==> src/rtl/por_cal_pkg.sv <==
// shared constants and carrier types for the power-on calibration loader
// assumes a 125 MHz system clock; fuse memory and serial decoder sit outside
package por_cal_pkg;
	localparam int unsigned CLK_MHZ = 125;
	// undervoltage must persist longer than this before a new sequence starts
	localparam int unsigned UV_FILTER_NS = 500;
	localparam int unsigned UV_FILTER_CYC = (UV_FILTER_NS * CLK_MHZ) / 1000;
	localparam int unsigned LOAD_PULSES = 188;
	localparam int unsigned OSC_DIV = 4;
	localparam int unsigned DETECT_WINDOW = 64;
	localparam int unsigned DETECT_EDGES = 2;

	localparam int unsigned TRIM_W = 32;
	localparam int unsigned CAL_W = 64;
	localparam int unsigned CFG_W = 16;
	// active gain-100 factor field inside the calibration register
	localparam int unsigned G100_LSB = 0;
	localparam int unsigned G100_W = 16;

	localparam logic [15:0] WAKE_THRESHOLD_RST = 16'h4000;
	localparam logic [7:0] DEF_GAIN = 8'h64;
	localparam logic [7:0] DEF_OVS_RATIO = 8'h40;
	localparam logic [3:0] DEF_CHOP_RATIO = 4'h4;
	localparam logic [10:0] DEF_AVG_COUNT = 11'h001;
	localparam logic [1:0] DEF_OVS_CLK_SEL = 2'h1;

	typedef enum logic [3:0] {
		ST_IDLE = 4'h1,
		ST_LOAD = 4'h2,
		ST_DETECT = 4'h4,
		ST_RUN = 4'h8
	} seq_state_t;

	typedef struct packed {
		logic fuse_load_mode;
		logic wake_up_mode;
		logic current_measure_mode;
		logic osc_enable;
	} mode_t;

	typedef struct packed {
		logic [7:0] gain;
		logic [1:0] ovs_clk_sel;
		logic [7:0] oversampling_ratio;
		logic [3:0] chopping_ratio;
		logic [10:0] averaging_count;
		logic [15:0] wake_threshold;
	} meas_cfg_t;

	typedef struct packed {
		logic [2:0] source_route;  // vbat, sensor_input_s, sensor_input_r
		logic [4:0] source_level;
		logic [CFG_W-1:0] channel_a;
		logic [CFG_W-1:0] channel_b;
	} mux_cfg_t;

	typedef struct packed {
		logic we;
		logic [1:0] sel;  // 0 trim, 1 calib, 2 channel a/b/source, 3 gain field
		logic [CAL_W-1:0] data;
	} ser_wr_t;
endpackage

==> src/rtl/cal_store.sv <==
// holds one working register; the read port is that register itself
// assumes writes come from the sequencer or the serial decoder, one at a time
`timescale 1ns/1ps
`default_nettype none
module cal_store #(
	parameter int unsigned W = 64
) (
	input wire logic i_clk,        // system clock
	input wire logic i_rst,        // async reset, active high
	input wire logic i_ce,         // clock enable
	input wire logic i_we,         // write strobe
	input wire logic [W-1:0] i_wd, // write data
	output logic [W-1:0] o_rd      // registered contents
);
	logic [W-1:0] mem_q, mem_d;

	always_comb begin
		mem_d = mem_q;
		if (i_we) begin
			mem_d = i_wd;
		end
	end

	always_ff @(posedge i_clk or posedge i_rst) begin
		if (i_rst) begin
			mem_q <= '0;
		end else if (i_ce) begin
			mem_q <= mem_d;
		end
	end

	assign o_rd = mem_q;
endmodule
`default_nettype wire

==> src/rtl/power_on_calibration_loader.sv <==
// power-on sequencer: fuse image load, clock detect, mode select, trim ports
// assumes fuse images are stable inputs and serial writes arrive pre-decoded
`timescale 1ns/1ps
`default_nettype none
module power_on_calibration_loader #(
	parameter int unsigned LOAD_PULSES = por_cal_pkg::LOAD_PULSES,
	parameter int unsigned OSC_DIV = por_cal_pkg::OSC_DIV,
	parameter int unsigned DETECT_WINDOW = por_cal_pkg::DETECT_WINDOW
) (
	input wire logic i_clk,                                   // 125 MHz clock
	input wire logic i_rst,                                   // async reset, active high
	input wire logic i_ce,                                    // clock enable
	input wire logic i_supply_low,                            // analog_supply below threshold
	input wire logic i_supply_rise,                           // rise 2.0 V to 3.5 V seen
	input wire logic i_ext_clk,                               // external clock pin
	input wire logic [por_cal_pkg::TRIM_W-1:0] i_stored_trim_image,  // fuse trim
	input wire logic [por_cal_pkg::CAL_W-1:0] i_stored_calib_image,  // fuse calib
	input wire por_cal_pkg::ser_wr_t i_ser_wr,                // decoded serial write
	input wire logic [15:0] i_raw_result,                     // converter result
	output logic o_interrupt_out_n,                           // load pulse train, low active
	output por_cal_pkg::mode_t o_mode,                        // operating mode
	output por_cal_pkg::meas_cfg_t o_meas_cfg,                // measurement defaults
	output por_cal_pkg::mux_cfg_t o_mux_cfg,                  // switch settings
	output logic [por_cal_pkg::TRIM_W-1:0] o_trim_register,   // trims
	output logic [por_cal_pkg::CAL_W-1:0] o_calibration_register, // calibration
	output logic [15:0] o_result,                             // gated result
	output logic o_busy                                       // sequence running
);
	localparam int unsigned PW = $clog2(LOAD_PULSES + 1);
	localparam int unsigned DW = $clog2(OSC_DIV + 1);
	localparam int unsigned WW = $clog2(DETECT_WINDOW + 1);
	localparam int unsigned UW = $clog2(por_cal_pkg::UV_FILTER_CYC + 2);
	localparam logic [UW-1:0] UV_LIM = UW'(por_cal_pkg::UV_FILTER_CYC);

	// ---------------------------------------------------------------
	// pin synchronisers
	// ---------------------------------------------------------------
	logic [1:0] low_sync_q, rise_sync_q, clk_sync_q;
	logic clk_prev_q;
	always_ff @(posedge i_clk or posedge i_rst) begin
		if (i_rst) begin
			low_sync_q <= '0;
			rise_sync_q <= '0;
			clk_sync_q <= '0;
			clk_prev_q <= 1'b0;
		end else if (i_ce) begin
			low_sync_q <= {low_sync_q[0], i_supply_low};
			rise_sync_q <= {rise_sync_q[0], i_supply_rise};
			clk_sync_q <= {clk_sync_q[0], i_ext_clk};
			clk_prev_q <= clk_sync_q[1];
		end
	end
	wire logic ext_edge = clk_sync_q[1] & ~clk_prev_q;

	// ---------------------------------------------------------------
	// sequencer
	// ---------------------------------------------------------------
	por_cal_pkg::seq_state_t state_q, state_d;
	logic [UW-1:0] uv_q, uv_d;
	logic [PW-1:0] pulse_q, pulse_d;
	logic [DW-1:0] div_q, div_d;
	logic [WW-1:0] win_q, win_d;
	logic [1:0] edges_q, edges_d;
	logic tick_q, tick_d;
	por_cal_pkg::mode_t mode_q, mode_d;
	logic load_we;
	logic start;

	// filtered undervoltage: one cycle more than 0.5 us of low supply
	assign start = (uv_q == UV_LIM) & low_sync_q[1] | rise_sync_q[1];

	always_comb begin
		state_d = state_q;
		uv_d = low_sync_q[1] ? ((uv_q == UV_LIM) ? uv_q : uv_q + UW'(1)) : '0;
		pulse_d = pulse_q;
		div_d = div_q;
		win_d = win_q;
		edges_d = edges_q;
		tick_d = tick_q;
		mode_d = mode_q;
		load_we = 1'b0;
		case (state_q)
			por_cal_pkg::ST_IDLE: begin
				state_d = por_cal_pkg::ST_LOAD;
			end
			por_cal_pkg::ST_LOAD: begin
				// divider stands in for the slow internal oscillator
				if (div_q == DW'(OSC_DIV - 1)) begin
					div_d = '0;
					tick_d = ~tick_q;
					if (tick_q) begin
						pulse_d = pulse_q + PW'(1);
						if (pulse_q == PW'(LOAD_PULSES - 1)) begin
							load_we = 1'b1;
							state_d = por_cal_pkg::ST_DETECT;
							win_d = '0;
							edges_d = '0;
						end
					end
				end else begin
					div_d = div_q + DW'(1);
				end
			end
			por_cal_pkg::ST_DETECT: begin
				win_d = win_q + WW'(1);
				if (ext_edge && edges_q != 2'h3) begin
					edges_d = edges_q + 2'h1;
				end
				if (win_q == WW'(DETECT_WINDOW - 1)) begin
					state_d = por_cal_pkg::ST_RUN;
					mode_d.fuse_load_mode = 1'b0;
					if (edges_d >= 2'(por_cal_pkg::DETECT_EDGES)) begin
						mode_d.current_measure_mode = 1'b1;
						mode_d.osc_enable = 1'b0;
					end else begin
						mode_d.wake_up_mode = 1'b1;
					end
				end
			end
			por_cal_pkg::ST_RUN: begin
			end
			default: begin
				state_d = por_cal_pkg::ST_IDLE;
			end
		endcase
		if (start) begin
			state_d = por_cal_pkg::ST_LOAD;
			mode_d = '{fuse_load_mode: 1'b1, wake_up_mode: 1'b0,
				current_measure_mode: 1'b0, osc_enable: 1'b1};
			pulse_d = '0;
			div_d = '0;
			tick_d = 1'b0;
		end
	end

	always_ff @(posedge i_clk or posedge i_rst) begin
		if (i_rst) begin
			state_q <= por_cal_pkg::ST_IDLE;
			uv_q <= '0;
			pulse_q <= '0;
			div_q <= '0;
			win_q <= '0;
			edges_q <= '0;
			tick_q <= 1'b0;
			mode_q <= '{fuse_load_mode: 1'b1, wake_up_mode: 1'b0,
				current_measure_mode: 1'b0, osc_enable: 1'b1};
		end else if (i_ce) begin
			state_q <= state_d;
			uv_q <= uv_d;
			pulse_q <= pulse_d;
			div_q <= div_d;
			win_q <= win_d;
			edges_q <= edges_d;
			tick_q <= tick_d;
			mode_q <= mode_d;
		end
	end

	// ---------------------------------------------------------------
	// working registers
	// ---------------------------------------------------------------
	logic ser_ok;
	logic trim_we, cal_we;
	logic [por_cal_pkg::TRIM_W-1:0] trim_wd;
	logic [por_cal_pkg::CAL_W-1:0] cal_wd;
	// serial writes are held off while loading so the image copy cannot be torn
	assign ser_ok = i_ser_wr.we & (state_q == por_cal_pkg::ST_RUN);

	always_comb begin
		trim_we = load_we | (ser_ok & i_ser_wr.sel == 2'h0);
		trim_wd = load_we ? i_stored_trim_image : i_ser_wr.data[por_cal_pkg::TRIM_W-1:0];
		cal_we = load_we | (ser_ok & (i_ser_wr.sel == 2'h1 | i_ser_wr.sel == 2'h3));
		cal_wd = i_ser_wr.data;
		if (load_we) begin
			cal_wd = i_stored_calib_image;
			cal_wd[por_cal_pkg::G100_LSB +: por_cal_pkg::G100_W] = '0;
		end else if (i_ser_wr.sel == 2'h3) begin
			// gain field only, rest kept: host copies stored factor here
			cal_wd = o_calibration_register;
			cal_wd[por_cal_pkg::G100_LSB +: por_cal_pkg::G100_W] =
				i_ser_wr.data[por_cal_pkg::G100_W-1:0];
		end
	end

	cal_store #(.W(por_cal_pkg::TRIM_W)) u_trim (
		.i_clk(i_clk),
		.i_rst(i_rst),
		.i_ce(i_ce),
		.i_we(trim_we),
		.i_wd(trim_wd),
		.o_rd(o_trim_register)
	);

	cal_store #(.W(por_cal_pkg::CAL_W)) u_cal (
		.i_clk(i_clk),
		.i_rst(i_rst),
		.i_ce(i_ce),
		.i_we(cal_we),
		.i_wd(cal_wd),
		.o_rd(o_calibration_register)
	);

	// ---------------------------------------------------------------
	// mux configuration and result gating
	// ---------------------------------------------------------------
	por_cal_pkg::mux_cfg_t mux_q, mux_d;
	logic [15:0] res_q, res_d;
	always_comb begin
		mux_d = mux_q;
		if (ser_ok && i_ser_wr.sel == 2'h2) begin
			mux_d = i_ser_wr.data[$bits(por_cal_pkg::mux_cfg_t)-1:0];
		end
		res_d = (o_calibration_register[por_cal_pkg::G100_LSB +: por_cal_pkg::G100_W] == '0)
			? 16'h0000 : i_raw_result;
	end

	always_ff @(posedge i_clk or posedge i_rst) begin
		if (i_rst) begin
			mux_q <= '0;
			res_q <= '0;
		end else if (i_ce) begin
			mux_q <= mux_d;
			res_q <= res_d;
		end
	end

	assign o_mux_cfg = mux_q;
	assign o_result = res_q;
	assign o_mode = mode_q;
	assign o_interrupt_out_n = ~(tick_q & (state_q == por_cal_pkg::ST_LOAD));
	assign o_busy = (state_q != por_cal_pkg::ST_RUN);
	assign o_meas_cfg = '{gain: por_cal_pkg::DEF_GAIN,
		ovs_clk_sel: por_cal_pkg::DEF_OVS_CLK_SEL,
		oversampling_ratio: por_cal_pkg::DEF_OVS_RATIO,
		chopping_ratio: por_cal_pkg::DEF_CHOP_RATIO,
		averaging_count: por_cal_pkg::DEF_AVG_COUNT,
		wake_threshold: por_cal_pkg::WAKE_THRESHOLD_RST};
endmodule
`default_nettype wire

==> config.mk <==
export PLATFORM = sky130hd
export DESIGN_NAME = power_on_calibration_loader
export DESIGN_NICKNAME = d
export VERILOG_FILES = /design/src/rtl/por_cal_pkg.sv /design/src/rtl/cal_store.sv /design/src/rtl/power_on_calibration_loader.sv
export SDC_FILE = /design/constraint.sdc
export NUM_CORES = 1
export LEC_CHECK = 0
export BUFFER_PORTS_ARGS = -buffer_cell sky130_fd_sc_hd__buf_2
export CORE_ASPECT_RATIO = 0.7
export CORE_UTILIZATION = 45
export CTS_CLUSTER_DIAMETER = 50
export DETAILED_ROUTE_END_ITERATION = 8
export PLACE_DENSITY = 0.79
export SYNTH_ARGS = -nofsm -noshare
export SYNTH_HDL_FRONTEND = slang
export SYNTH_SLANG_ARGS = --single-unit
==> constraint.sdc <==
create_clock -name i_clk -period 9.4 [get_ports i_clk]
set_input_delay 1.41 -clock i_clk [delete_from_list [all_inputs] [get_ports i_clk]]
set_output_delay 1.41 -clock i_clk [all_outputs]
set_load 0.02 [all_outputs]
======== Word-level counts from Yosys, hierarchy flattened ========
Cells that the tools add are included.
storage, ports and cells
  flip-flop bits (word level) ............. 194
  input bits .............................. 185
  bits in latches ......................... 0
  memories ................................ 0
  output and inout port bits .............. 207
  bits in read-only memories .............. 0
  bits in writable memories ............... 0
cells by class
  multipliers ............................. 0
  order comparisons ....................... 1
  multiplexer cells ....................... 41
  add/sub/neg operators ................... 5
  equality and inequality tests ........... 24
  shifts and indexed selects .............. 0
  divide/modulo/power cells ............... 0
  bitwise operators ....................... 13
  reductions and logical operators ........ 24
operators by type and width
  kind                   count
  $mux W64               2
  $mux W32               1
  $mux W4                8
  $mux W8                4
  $mux W7                3
  $logic_not A16 Y1      1
  $mux W16               1
  $ne A2 B2 Y1 const B   8
  $pmux W4 S4            1
  $pmux W7 S2            1
  $reduce_bool A2 Y1     7
  $mux W2                6
  $mux W6                2
  $ne A3 B3 Y1 const B   4
  $reduce_and A4 Y1      3
  $reduce_and A2 Y1      5
  $mux W3                3
  $reduce_and A3 Y1      3
  $add A8 B1 Y8 const B  1
  $eq A8 B8 Y1 const B   1
  $mux W1                8
  $add A7 B1 Y7 const B  1
  $eq A7 B6 Y1 const B   1
  $add A6 B1 Y6 const B  1
  20 further kinds       32

======== Longest topological paths before layout ========
  depth in word-level cells ............... 10
  gate-level depth with buffers ........... 9
  mapped depth without buffers ............ 6

======== By module ========
From an unflattened synthesis, not the netlist that was laid out.
second synthesis, totals
  cell total of the unflattened synthesis .. 827
  area, all modules ....................... 9934.5 um^2
modules (own cells, without submodules)
  module                       cells each  instances  sequential area each (um^2)  area each (um^2)
  power_on_calibration_loader  622         1          2456.1                       6147.1
  cal_store (u_cal)            136         1          1601.5                       2438.6
  cal_store (u_trim)           69          1          800.8                        1348.8

======== Worst setup path after synthesis ========
No wires, ideal clock.
  kind .................................... in2reg
  start point ............................. input i_ce
  end point ............................... register u_cal.mem_q[16] (netlist: u_cal.o_rd[16])
  path buffers ............................ 2
  arrival time ............................ 2.658 ns
  library setup time ...................... 0.125 ns
  setup slack ............................. 6.617 ns
  data required time ...................... 9.275 ns
  stages on the path ...................... 6
  path through ............................ nand3b_1 nor3_4 o32a_4 buf_12 buf_12 mux2_4
on the way
  word-level cells in the longest chain between the ends .. 1
ends and longest elaborated chain
  what                         RTL line                           source
  from (decl)                  power_on_calibration_loader.sv:12  input wire logic i_ce,
  $reduce_and A3 Y1 (no line)  --
  to (signal assigned)         cal_store.sv:28                    mem_q <= mem_d;
  to (decl)                    cal_store.sv:15                    logic [W-1:0] mem_q, mem_d;
Every way passes these cells.
A chain may end at the register's enable or synchronous reset.

======== Final worst setup path ========
  start point ............................. input i_ce
  end point ............................... register u_cal.mem_q[38] (netlist: u_cal.o_rd[38])
The elaborated chain is that of the path after synthesis.

==> results_dict.tcl <==
set metrics [dict create \
    wl_per_cell_um 18.58 \
    clockRootBuffer "clkbuf_16" \
    ios 392 \
    area_growth_syn_to_layout_pct 23.94 \
    fmax_mhz 255.5 \
    yosys_warnings 0 \
    grt_use_total 0.2294 \
    insertion_delay_ps 420 \
    drtIter0Drc 421 \
    synth_seq_cells 194 \
    worstPathRequired_ps 9700 \
    post_cts_buffers 0 \
    cts_buffer_depth 2 \
    worstPathCellList "buf_2, nand3b_1, nor3_4, o32a_4, mux2_2" \
    io_buffers 326 \
    finalSetupViolCount 0 \
    fin_skew_ps 14.31 \
    path_class "in2reg" \
    syn_area_um2 9256 \
    ir_drop_v 0.00009039 \
    wirelength_um 24890 \
    power.density_nw_per_um2 169.3 \
    maxSlewViolCount 0 \
    antenna_found_initial 1 \
    rows 43 \
    drc 0 \
    die_h_um 122.0 \
    cp_slowest_cell "o32a_4" \
    drtPass1Iterations 5 \
    synth_area_per_cell_um2 12.36 \
    ys_top_cells_by_count "dfrtp_1, mux2_2, buf_4" \
    hold_buffers 0 \
    layout_min_cycle_time_ps 3913 \
    initial_core_util 0.4637 \
    final_area_um2 11470 \
    setup_ws_ps 5487 \
    pre_cts_ws_ps 5070 \
    grt_pass1_vias 6897 \
    vias_per_cell 5.342 \
    cts_resized 0 \
    holdWs_ps 491.6 \
    gp_congestion 0.8797 \
    grt-ovfl-total 0 \
    utilization 0.5748 \
    synth_edf_count 0 \
    fin_nets 1248 \
    worst_pin_slew_ps 1058 \
    grt_max_degree 121 \
    place_inst 1308 \
    netlist.area_leader.share 0.5164 \
    ys_seq_area_frac 0.5249 \
    final_layout_size_suffix_gt1_frac 0.4892 \
    async_flop_share 1.000 \
    h-tree-depth 4 \
    synth-main-ff-cell "dfrtp_1" \
    synth_most_common_cell "dfrtp_1" \
    grt_pass1_wl_um 37470 \
    ant_nets 0 \
    clock-sinks 194 \
    period_share 0.4163 \
    cp_data_arrival_time_ps 4210 \
    core-area_um2 19960 \
    synth_top_cell_by_area "dfrtp_1" \
    rsz0062_at_grt "no" \
    cp_max_fo 48 \
    syn_inst 749 \
    dpl.hpwl_um 17770 \
    hp-class "reg2reg" \
    die_x_um 173.4 \
    fill_cells 1718 \
    dieArea_um2 21160 \
    cts_tree "built" \
    status "finished clean" \
    setup_tns_ps 0 \
    synth.distinct_cells 63 \
    maxCapViolations 0 \
    place_area_um2 10870 \
    power.total_mw 1.942 \
    cp-start-kind "primary input" \
    critPathMaxStageDelay_ps 870 \
    fin_cells 1340 \
    num_vias 7158 \
    cts_buffers 17 \
    finalHoldViolCount 0 \
    slew_headroom 0.2922 \
    path_clk_slew_ps 80 \
    end_kind "flop" \
    p_leak_nw 6.188 \
    synth.area.top_cells "dfrtp_1, mux2_2, mux2_4, buf_4, a22o_1" \
]
## cell families after synthesis
family                     Yosys count  synth area share
AOI/OAI and AO/OA                  118           0.09030
xor gates and xnor gates            10          0.009463
adders and majority gates            6          0.008110
buffers and inverters              107           0.07434
DFF                                194            0.5249
muxes                              146            0.1930
other                                2         0.0008113
and+or+nand+nor                    166           0.09908
## path summary, 6_finish.rpt
kind	start	endpoint	slack, ps	cells past startpoint
max	i_ce	u_cal.o_rd[38]	5490	5
min	rise_sync_q[0]	rise_sync_q[1]	490	2
max reg2reg	state_q[3]	u_cal.o_rd[38]	6090	4
min reg2reg	rise_sync_q[0]	rise_sync_q[1]	490	2
max in group asynchronous	i_rst	pulse_q[1]	6810	3
min in group asynchronous	i_rst	u_trim.o_rd[4]	1120	2
## layer usage
metal	global-route usage	vias up	part of all wire
met5	0	-	0
met1	0.2912	3571	0.42
met3	0.04775	23	0.065
li1	-	3239	-
met2	0.3933	325	0.50
met4	0.07633	0	0.018
## flip-flops by register name, indices dropped and copies added (netlist names)
register	count
win_q	7
o_mux_cfg	40
low_sync_q	2
edges_q	2
clk_prev_q	1
u_cal.o_rd	64
tick_q	1
pulse_q	8
o_result	16
uv_q	6
state_q	4
rise_sync_q	2
o_mode	4
u_trim.o_rd	32
div_q	3
clk_sync_q	2
## worst max-delay path, delay by kind of cell
| family | cells | cell delay, ps |
|---|---|---|
| AO/OA/AOI/OAI | 1 | 870 |
| buffers and inverters | 1 | 440 |
| multiplexers | 1 | 410 |
| AND/OR/NAND/NOR | 2 | 1000 |
## final cells by class
| cell class | instances | area, µm² | share of cell area |
|---|---|---|---|
| sequential | 194 | 4858 | 0.4235 |
| tap | 270 | 337.8 | 0.02945 |
| clock inverter | 14 | 175.2 | 0.01527 |
| antenna | 1 | 2.502 | 0.0002181 |
| inverter | 13 | 56.30 | 0.004908 |
| timing repair buffer | 336 | 1707 | 0.1488 |
| multi-input combinational | 495 | 3910 | 0.3408 |
| clock buffer | 17 | 425.4 | 0.03708 |
## placed cells by master (no fill, tap or decap), types with 12 or more instances in the layout
cell       count
conb_1        49
buf_2        326
o21ai_0       18
nor2_1        48
mux2_2       102
clkbuf_16     17
nand2_1       18
dfrtp_1      191
nor3_1        36
mux2_4        39
a22o_1        35
o22ai_1       33
a21oi_1       12
## power by group
part | internal (mW) | switching (mW) | total, mW
clock network | 0.381 | 0.350 | 0.731
logic | 0.116 | 0.168 | 0.284
registers | 0.880 | 0.0466 | 0.927
total | 1.38 | 0.564 | 1.94
Note: power is estimated with default switching activity, not from simulation.
